## config.mk

```make
export PLATFORM = sky130hd
export DESIGN_NAME = sss_sequencer
export DESIGN_NICKNAME = d
export VERILOG_FILES = /design/src/design/sss_pkg.sv /design/src/design/sss_sequencer.sv /design/src/design/sss_dev_gate.sv
export SDC_FILE = /design/constraint.sdc
export NUM_CORES = 1
export LEC_CHECK = 0
export BUFFER_PORTS_ARGS = -buffer_cell sky130_fd_sc_hd__buf_4
export CAP_MARGIN = 40
export CORE_MARGIN = 2
export CORE_UTILIZATION = 34
export CTS_CLUSTER_DIAMETER = 80
export DETAILED_ROUTE_END_ITERATION = 10
export PLACE_DENSITY = 0.65
export SLEW_MARGIN = 20
export SYNTH_ARGS = -nofsm -noshare
export SYNTH_HDL_FRONTEND = slang
export SYNTH_SLANG_ARGS = --single-unit
```

## constraint.sdc

```tcl
create_clock -name sys_clk_i -period 2.21 [get_ports sys_clk_i]
set_input_delay 0.663 -clock sys_clk_i [delete_from_list [all_inputs] [get_ports sys_clk_i]]
set_output_delay 0.663 -clock sys_clk_i [all_outputs]
set_load 0.005 [all_outputs]
```

## src/design/sss_pkg.sv

```systemverilog
// Constants, types and encodings shared by the sleep-state sequencer files.
// Assumes a single always-on clock and an active-high asynchronous reset.
// ==========================================================================
package sss_pkg;

	localparam int unsigned NUM_DEV   = 4;
	localparam int unsigned NUM_RES   = 4;
	localparam int unsigned TYPE_W    = 3;
	localparam int unsigned STATE_W   = 3;
	localparam int unsigned WORD_W    = 32;

	// Sleep type codes as seen in the sleep_type_field; S5 differs from S4.
	localparam logic [TYPE_W-1:0] TYP_S0 = 3'h0;
	localparam logic [TYPE_W-1:0] TYP_S2 = 3'h2;
	localparam logic [TYPE_W-1:0] TYP_S3 = 3'h3;
	localparam logic [TYPE_W-1:0] TYP_S4 = 3'h4;
	localparam logic [TYPE_W-1:0] TYP_S5 = 3'h5;

	// Numeric system states.
	localparam logic [STATE_W-1:0] ST_S0 = 3'h0;
	localparam logic [STATE_W-1:0] ST_S2 = 3'h2;
	localparam logic [STATE_W-1:0] ST_S3 = 3'h3;
	localparam logic [STATE_W-1:0] ST_S4 = 3'h4;
	localparam logic [STATE_W-1:0] ST_S5 = 3'h5;

	localparam logic [1:0] DSTATE_D3 = 2'h3;

	localparam int unsigned STS_POWER_BIT   = 0;
	localparam int unsigned STS_THERMAL_BIT = 1;
	localparam logic [WORD_W-1:0] WORD_ZERO = 32'h0000_0000;

	typedef enum logic [1:0] {
		SSS_RUN,
		SSS_SLEEP,
		SSS_BOOT
	} sss_seq_e;

	// Processor and memory controls driven while asleep or running.
	typedef struct packed {
		logic cpu_run;
		logic cpu_ctx_keep;
		logic dram_retain;
	} sss_ctl_s;

	typedef logic [NUM_DEV-1:0][1:0]         sss_dstate_t;
	typedef logic [NUM_DEV-1:0][NUM_RES-1:0] sss_need_t;
	typedef logic [NUM_RES-1:0][STATE_W-1:0] sss_level_t;

endpackage

```

## src/design/sss_sequencer.sv

```systemverilog
// Top of the system sleep-state sequencer: control writes, sleep hold,
// wake handling, resource gating and the wake-result words.
// Assumes wake, fault and supply pins are asynchronous and are synchronised here.
`timescale 1ns/1ns
module sss_sequencer (
	input  wire logic                        sys_clk_i,
	input  wire logic                        sys_rst_i,
	input  wire logic                        primary_wr_i,
	input  wire logic [sss_pkg::TYPE_W-1:0]  primary_type_i,
	input  wire logic                        secondary_wr_i,
	input  wire logic [sss_pkg::TYPE_W-1:0]  secondary_type_i,
	input  wire logic                        sleep_enable_bit_i,
	input  wire logic                        hibernate_req_i,
	input  wire logic                        wake_clear_i,
	input  wire logic [sss_pkg::NUM_DEV-1:0] wake_event_i,
	input  wire logic [sss_pkg::NUM_DEV-1:0] wake_enable_i,
	input  wire logic                        power_fail_i,
	input  wire logic                        thermal_fail_i,
	input  wire logic [sss_pkg::STATE_W-1:0] supply_state_i,
	input  wire logic                        track_enable_i,
	input  wire sss_pkg::sss_level_t         res_level_i,
	input  wire sss_pkg::sss_need_t          dev_need_i,
	input  wire sss_pkg::sss_dstate_t        dev_req_dstate_i,
	output sss_pkg::sss_ctl_s                ctl_o,
	output logic [sss_pkg::NUM_RES-1:0]      res_on_o,
	output sss_pkg::sss_dstate_t             dev_dstate_o,
	output logic                             boot_start_o,
	output logic                             cold_boot_o,
	output logic [sss_pkg::STATE_W-1:0]      ended_state_o,
	output logic                             wake_status_flag_o,
	output logic [sss_pkg::WORD_W-1:0]       wake_result_status_o,
	output logic [sss_pkg::WORD_W-1:0]       supply_state_result_o
);
	import sss_pkg::*;

	// Set when the platform offers the firmware hibernate path to S4.
	parameter bit HIBERNATE_SUPPORTED = 1'b1;

	// Maps a sleep type code to a numeric state; unknown codes mean stay awake.
	function automatic logic [STATE_W-1:0] type_to_state(input logic [TYPE_W-1:0] t);
		case (t)
			TYP_S2:  type_to_state = ST_S2;
			TYP_S3:  type_to_state = ST_S3;
			TYP_S4:  type_to_state = ST_S4;
			TYP_S5:  type_to_state = ST_S5;
			default: type_to_state = ST_S0;
		endcase
	endfunction

	// ==========================================================================
	// Input synchronisers
	localparam int unsigned SYNC_W = NUM_DEV + 2 + STATE_W;
	logic [SYNC_W-1:0] meta_q;
	logic [SYNC_W-1:0] sync_q;
	logic [SYNC_W-1:0] sync_d;
	logic [NUM_DEV-1:0] wake_s;
	logic               pfail_s;
	logic               tfail_s;
	logic [STATE_W-1:0] supply_s;

	always_comb begin
		sync_d = meta_q;
	end

	always_ff @(posedge sys_clk_i or posedge sys_rst_i) begin
		if (sys_rst_i) begin
			meta_q <= '0;
			sync_q <= '0;
		end else begin
			meta_q <= {wake_event_i, power_fail_i, thermal_fail_i, supply_state_i};
			sync_q <= sync_d;
		end
	end

	assign {wake_s, pfail_s, tfail_s, supply_s} = sync_q;

	// ==========================================================================
	// Sequencer
	sss_seq_e           seq_q;
	sss_seq_e           seq_d;
	logic [TYPE_W-1:0]  ptype_q;
	logic [TYPE_W-1:0]  ptype_d;
	logic               ptype_ok_q;
	logic               ptype_ok_d;
	logic [STATE_W-1:0] tgt_q;
	logic [STATE_W-1:0] tgt_d;
	logic [STATE_W-1:0] ended_q;
	logic [STATE_W-1:0] ended_d;
	logic               flag_q;
	logic               flag_d;
	logic               boot_q;
	logic               boot_d;
	logic               cold_q;
	logic               cold_d;
	logic [WORD_W-1:0]  sts_q;
	logic [WORD_W-1:0]  sts_d;
	logic [WORD_W-1:0]  pss_q;
	logic [WORD_W-1:0]  pss_d;
	logic               wake_hit;
	logic [STATE_W-1:0] req_state;

	assign wake_hit  = |(wake_s & wake_enable_i);
	assign req_state = type_to_state(secondary_type_i);

	always_comb begin
		seq_d      = seq_q;
		ptype_d    = ptype_q;
		ptype_ok_d = ptype_ok_q;
		tgt_d      = tgt_q;
		ended_d    = ended_q;
		boot_d     = 1'b0;
		cold_d     = cold_q;
		sts_d      = sts_q;
		pss_d      = pss_q;
		flag_d     = flag_q & ~wake_clear_i;
		case (seq_q)
			SSS_RUN: begin
				if (primary_wr_i) begin
					ptype_d    = primary_type_i;
					ptype_ok_d = 1'b1;
				end
				if (secondary_wr_i && sleep_enable_bit_i && ptype_ok_q &&
				    secondary_type_i == ptype_q && req_state != ST_S0) begin
					tgt_d      = req_state;
					ptype_ok_d = 1'b0;
					sts_d      = WORD_ZERO;
					seq_d      = SSS_SLEEP;
				end
				else if (HIBERNATE_SUPPORTED && hibernate_req_i) begin
					tgt_d = ST_S4;
					sts_d = WORD_ZERO;
					seq_d = SSS_SLEEP;
				end
			end
			SSS_SLEEP: begin
				pss_d = track_enable_i ? {{(WORD_W-STATE_W){1'b0}}, supply_s} : WORD_ZERO;
				if (wake_hit) begin
					if (pfail_s || tfail_s) begin
						if (track_enable_i) begin
							sts_d[STS_POWER_BIT]   = sts_q[STS_POWER_BIT] | pfail_s;
							sts_d[STS_THERMAL_BIT] = sts_q[STS_THERMAL_BIT] | tfail_s;
						end
					end else begin
						seq_d = SSS_BOOT;
					end
				end
			end
			SSS_BOOT: begin
				boot_d  = 1'b1;
				// S5 wake is a cold boot
				cold_d  = (tgt_q == ST_S5);
				ended_d = tgt_q;
				flag_d  = 1'b1;
				tgt_d   = ST_S0;
				seq_d   = SSS_RUN;
			end
			default: begin
				seq_d = SSS_RUN;
				tgt_d = ST_S0;
			end
		endcase
		if (!track_enable_i) begin
			sts_d = WORD_ZERO;
			pss_d = WORD_ZERO;
		end
	end

	always_ff @(posedge sys_clk_i or posedge sys_rst_i) begin
		if (sys_rst_i) begin
			seq_q      <= SSS_RUN;
			ptype_q    <= TYP_S0;
			ptype_ok_q <= 1'b0;
			tgt_q      <= ST_S0;
			ended_q    <= ST_S0;
			flag_q     <= 1'b0;
			boot_q     <= 1'b0;
			cold_q     <= 1'b0;
			sts_q      <= WORD_ZERO;
			pss_q      <= WORD_ZERO;
		end else begin
			seq_q      <= seq_d;
			ptype_q    <= ptype_d;
			ptype_ok_q <= ptype_ok_d;
			tgt_q      <= tgt_d;
			ended_q    <= ended_d;
			flag_q     <= flag_d;
			boot_q     <= boot_d;
			cold_q     <= cold_d;
			sts_q      <= sts_d;
			pss_q      <= pss_d;
		end
	end

	// ==========================================================================
	// Power resources, processor and memory controls
	// A resource with reference level L powers down in any state deeper than L,
	// so the comparison alone covers S2, S3, S4 and S5.
	sss_ctl_s           ctl_q;
	sss_ctl_s           ctl_d;
	logic [NUM_RES-1:0] res_q;
	logic [NUM_RES-1:0] res_d;
	sss_dstate_t        dst_q;
	sss_dstate_t        dst_d;

	always_comb begin
		for (int r = 0; r < NUM_RES; r++) begin
			res_d[r] = (tgt_q == ST_S0) || (res_level_i[r] >= tgt_q);
		end
		ctl_d.cpu_run = (tgt_q == ST_S0);
		ctl_d.cpu_ctx_keep = (tgt_q == ST_S0);
		ctl_d.dram_retain  = (tgt_q == ST_S0) || (tgt_q == ST_S2) || (tgt_q == ST_S3);
	end

	// Gating uses the registered resource view, so devices follow one cycle later.
	sss_dev_gate u_dev_gate (
		.state_i      (tgt_q),
		.res_on_i     (res_q),
		.need_i       (dev_need_i),
		.req_dstate_i (dev_req_dstate_i),
		.dstate_o     (dst_d)
	);

	always_ff @(posedge sys_clk_i or posedge sys_rst_i) begin
		if (sys_rst_i) begin
			ctl_q <= '{cpu_run: 1'b1, cpu_ctx_keep: 1'b1, dram_retain: 1'b1};
			res_q <= '1;
			dst_q <= '0;
		end else begin
			ctl_q <= ctl_d;
			res_q <= res_d;
			dst_q <= dst_d;
		end
	end

	assign ctl_o                 = ctl_q;
	assign res_on_o              = res_q;
	assign dev_dstate_o          = dst_q;
	assign boot_start_o          = boot_q;
	assign cold_boot_o           = cold_q;
	assign ended_state_o         = ended_q;
	assign wake_status_flag_o    = flag_q;
	assign wake_result_status_o  = sts_q;
	assign supply_state_result_o = pss_q;

endmodule

```

## src/design/sss_dev_gate.sv

```systemverilog
// Device-state forcing for the sleep-state sequencer.
// Assumes inputs are already in the system clock domain; purely combinational.
`timescale 1ns/1ns
module sss_dev_gate (
	input  wire logic [sss_pkg::STATE_W-1:0] state_i,
	input  wire logic [sss_pkg::NUM_RES-1:0] res_on_i,
	input  wire sss_pkg::sss_need_t          need_i,
	input  wire sss_pkg::sss_dstate_t        req_dstate_i,
	output sss_pkg::sss_dstate_t             dstate_o
);
	import sss_pkg::*;

	// ==========================================================================
	// Device state selection
	always_comb begin
		for (int d = 0; d < NUM_DEV; d++) begin
			dstate_o[d] = req_dstate_i[d];
			if (state_i == ST_S4 || state_i == ST_S5) begin
				dstate_o[d] = DSTATE_D3;
			end
			else if (state_i == ST_S2 || state_i == ST_S3) begin
				if ((need_i[d] & ~res_on_i) != '0) begin
					dstate_o[d] = DSTATE_D3;
				end
			end
		end
	end

endmodule

```

Word level (Yosys, flattened, before mapping)
Index checks and enable logic that the tools add are counted.
Storage, ports and cells
  input bits: 63
  output and inout bits: 85
  register bits: 111
  logic and storage cells: 118
Operators by class
  reduce and logical (&&, ||, !) cells: 28
  order comparisons: 4
  mux-type cells: 34
  eq/ne operators: 21
  bitwise logic cells: 11
Operators by type and width (number)
  32-bit 2-to-1 mux: 5
  2-bit 2-to-1 mux: 18
  30-bit 2-to-1 mux: 1
  4-bit bitwise AND: 5
  4-bit nonzero test: 4
  3-bit by 2-bit equality test with 1-bit output, second input constant: 4
  3-bit equality test, second input constant: 4
  3-bit >= comparator: 4
  3-bit case mux with 4 select lines: 1
  1-bit logical OR: 9
  3-bit inequality test, second input constant: 3
  2-bit case mux with 2 select lines: 2
  2-bit AND reduction: 4
  3-bit 2-to-1 mux: 2
  3-bit case mux with 2 select lines: 1
  1-bit logical AND: 4
  1-bit 2-to-1 mux: 4
  2-bit by 1-bit inequality test with 1-bit output, second input constant: 2
  2-bit inequality test, second input constant: 2
  4-bit inequality test, second input constant: 1
  4-bit inverter: 1
  4-bit AND reduction: 1
  4-bit OR reduction: 1
  3-bit equality test: 1
  12 further kinds: 14

Depth between registers and ports, before layout
  depth after elaboration: 7
  mapped depth: 5

Cells and area by module
A second synthesis with hierarchy kept.
Second synthesis, totals
  cell total of the unflattened synthesis: 240
  area total of the unflattened synthesis: 2688.8 um^2
Modules (own cells, without submodules)
  sss_sequencer: cells each 201, instances 1, area each 2444.8 um^2, seq. area each 1308.8 um^2
  sss_dev_gate: cells each 39, instances 1, area each 244.0 um^2, seq. area each 0.0 um^2

Least setup slack after synthesis
OpenSTA, ideal clock, no wires.
  kind: in2reg
  start: in secondary_type_i[0] (netlist bit)
  end: reg tgt_q[1]
  path slack: 0.505 ns
  arrival: 1.581 ns
  cell stages on the path: 4
  path through: xor2_1 or4b_1 o211ai_1 a21oi_1
On the way
  longest elaborated chain between the ends: 6
  elaborated cells on any way between the ends: 13
  classes of those cells: eq/ne (6); mux (3); reduce/logical (4)
RTL lines
  from (decl): RTL line sss_sequencer.sv:11  | input wire logic [sss_pkg::TYPE_W-1:0] secondary_type_i,
  3-bit equality test / 3-bit by 2-bit equality test with 1-bit output (equally long branches): RTL line sss_sequencer.sv:41  | case (t)
  3-bit case mux with 4 select lines: RTL line sss_sequencer.sv:41
  3-bit nonzero test: RTL line sss_sequencer.sv:123  | secondary_type_i == ptype_q && req_state != ST_S0) begin
  1-bit logical AND: RTL line sss_sequencer.sv:123
  3-bit 2-to-1 mux / 3-bit inequality test (equally long branches)
  3-bit case mux with 2 select lines / 2-bit AND reduction (equally long branches)
  to (signal assigned): RTL line sss_sequencer.sv:184  | tgt_q <= tgt_d;
  to (decl): RTL line sss_sequencer.sv:85  | logic [STATE_W-1:0] tgt_q;
Several ways; a longest one is shown, not always the timed one.
A chain may end at the register's enable or synchronous reset.

Worst setup path in the final report
  start: reg res_q[3], in the netlist res_on_o[3]
  end: out res_on_o[3] (netlist bit)
RTL lines
  from (decl): RTL line sss_sequencer.sv:200  | logic [NUM_RES-1:0] res_q;
  from (signal assigned): RTL line sss_sequencer.sv:230  | res_q <= res_d;
  to (decl): RTL line sss_sequencer.sv:25  | output logic [sss_pkg::NUM_RES-1:0] res_on_o,
No word-level cell between the ends.

==> results.ini <==
[drt]
via_count=1870
first_pass_iters=4
drtIter0Drc=63
via_per_inst=4.23
drtAntennaViolNets=0
wl_per_cell_um=11.6
wl_um=5150
drc=0

[logic_synthesis]
synthFlopType=dfrtp_1
synth_area_leader_cell=dfrtp_1
yosysWarnings=0
yosysMostFrequentCell=buf_4
netlist_area_sq_um=2670
ys_seq_elements=52
synth.avg_cell_area_sq_um=10.8
synth_area_leaders=dfrtp_1 43%, buf_4 17%, nand2b_1 6.3%, dfstp_2 5.9%, ha_1 5.6%
synth_cell_types=34
synthTopCellsByCount=60 x buf_4, 46 x dfrtp_1, 27 x nand2b_1, 14 x inv_1, 12 x ha_1
netlist_instances=248
synthArstFlopShare_pct=100
synth-seq-area-share_pct=48.9
yosysTopAreaCellShare_pct=43.1
synth_edf_count=0

[clock_network]
numCtsBuffers=5
post_cts_resized=0
cts_tree=done
cts_buffer_depth=2
insertion_delay_ns=0.31
cts_hold_buf=0
cts_setup_buffers=0
cts_sinks=52
clk_pin_slew_ns=0.10
root_buffer=clkbuf_8
htreeDepth=2

[critical_path]
cp_num_buf_inv=1
rrSetupSlack_ns=0.69
cp_slowest_stage_delay_ns=0.58
worstSetupPathType=reg -> out
crit_path_top_delay_cell=dfstp_2
crit_path_max_fanout=5
crit_path_cell_trace=buf_4
crit_required_ns=1.55
worstPathArrival_ns=1.00
critPathTopFamily=flip-flops
cp-end-kind=output pin
start_kind=flop

[grt]
grt_first_pass_wirelength_um=8000
antenna_found_initial=0
gr-usage-all-layers_pct=11.8
grt_max_degree=53
grt_pass1_vias=1701
gr-total-overflow=0

[placed_design]
io_buffers=88
place_area_sq_um=3240
dpl.hpwl_um=4090
gp_congestion=0.729

[sta]
fmax_mhz=602
finalHoldViolCount=0
finalSetupTns_ns=0
period_share_pct=75.1
holdWs_ns=0.358
slew_headroom_pct=59.4
rsz0062_at_grt=false
max_slew.worst_pin.slew_ns=0.604
fin_crit_ns=1.66
drv_slew=0
setup_viol=0
clock_skew_ns=0.0104

[floorplanning]
ios=148
placementRows=32
core_sq_um=7690
die_y_um=92.7
initial_core_util_pct=34.8
die_x_um=92.7
die_area_sq_um=8590

[run_status]
status=finished, final reports clean

[cells_and_area]
area_growth_pct=24.5
fill_cells=755
post-route-util_pct=43.3
diodes=0
fin_area_sq_um=3330
layout-drive-gt1-share_pct=33.5
fin_nets=414

[pwr]
seqPwrFrac_pct=49.7
p_clk_share_pct=21.8
p_leak_nw=1.69
internal-power_w=0.00178
combPwrFrac_pct=28.5
p_switching_w=0.000761
p_sw_share_pct=29.9
peakVddDrop_uv=313
power-per-cell-area_nw_per_um2=764

[hold_path]
hold_class=reg -> reg

[flow_run]
drv_cap=0

## cell families (layout without fill, tap and decap cells)
kind of cell / Yosys count / after routing / synth area share (%)
compound gates: 40 / 40 / 10.1
mux: 7 / 7 / 2.81
buf+inv: 78 / 112 / 19.5
simple gates: 56 / 56 / 12.3
fa+ha+maj: 12 / 12 / 5.62
xor+xnor: 2 / 2 / 0.655
other cells: 1 / 59 / 0.140
flops: 52 / 52 / 48.9
## metrics by stage
stage / power [W] / std cells / setup slack, ns
floorplan: 0.00173 / 306 / 0.299
global placement: 0.00200 / 434 / 0.334
detailed placement: 0.00202 / 434 / 0.309
CTS: 0.00258 / 442 / 0.540
global route: 0.00272 / 442 / 0.507
finish: 0.00254 / 442 / 0.550
## worst paths after layout
| check | startpoint | end | cells after the start |
|---|---|---|---|
| worst max register to register | tgt_q[0] | res_on_o[1] | 4 |
| worst max-delay path | res_on_o[3] | res_on_o[3] | 1 |
| worst min register to register | meta_q[8] | sync_q[8] | 0 |
| worst min-delay path | meta_q[8] | sync_q[8] | 0 |
| max in group asynchronous | sys_rst_i | ctl_o[0] | 3 |
| min in group asynchronous | sys_rst_i | meta_q[4] | 3 |
## per-layer routing
| layer | part of all wire [%] | vias up | global-route usage [%] |
|---|---|---|---|
| li1 | - | 889 | - |
| met1 | 39 | 880 | 14.6 |
| met2 | 49 | 94 | 19.5 |
| met3 | 10 | 7 | 4.31 |
| met4 | 0.91 | 0 | 3.19 |
| met5 | 0 | - | 0 |
## placed cells by master (no fill, tap or decap), drive strengths merged, types with 2 or more instances in the layout
master | Yosys | layout
a211o | 4 | 4
a21o | 4 | 4
a21oi | 8 | 8
a22oi | 2 | 2
a31o | 3 | 3
a31oi | 4 | 4
buf | 62 | 90
clkbuf | 2 | 5
conb | 1 | 59
dfrtp | 46 | 46
dfstp | 6 | 6
ha | 12 | 12
inv | 14 | 15
mux2 | 4 | 4
mux2i | 3 | 3
nand2 | 7 | 7
nand2b | 27 | 27
nand3 | 3 | 3
nor2 | 8 | 8
nor2b | 3 | 3
o2111ai | 4 | 4
o211ai | 2 | 2
o21ai | 8 | 8
xor2 | 2 | 2
## sequential cells by signal, summed over array words and instances (netlist names)
register and flops:
seq_q 2, dev_dstate_o 8, tgt_q 3, wake_result_status_o 2, supply_state_result_o 3, wake_status_flag_o 1
ptype_ok_q 1, meta_q 9, res_on_o 4, ctl_o 2, ended_state_o 3, ptype_q 3
sync_q 9, boot_start_o 1, cold_boot_o 1
## layout make-up
type	instances	area [sq um]	area share, %
Tap cell	102	128	3.83
Timing Repair Buffer	90	688	20.7
Clock inverter	3	21.3	0.639
Multi-Input combinational cell	176	1060	31.9
Sequential cell	52	1310	39.3
Inverter	14	52.6	1.58
Clock buffer	5	68.8	2.07
## worst register-to-register path: cells and delay by family, from the launching register on
kind            cells  cell delay, ns
simple gates        1            0.14
compound gates      2            0.47
fa+ha+maj           1            0.30
flops               1            0.55
## power by group through the flow
stage	combinational (W)	clock [W]	sequential, W
3_5_place_dp	0.000735	0	0.00129
3_3_place_gp	0.000723	0	0.00128
4_1_cts	0.000736	0.000574	0.00127
2_1_floorplan	0.000474	0	0.00126
5_1_grt	0.000816	0.000617	0.00129
6_report	0.000726	0.000553	0.00126
Power figures use the tool's default switching activity.
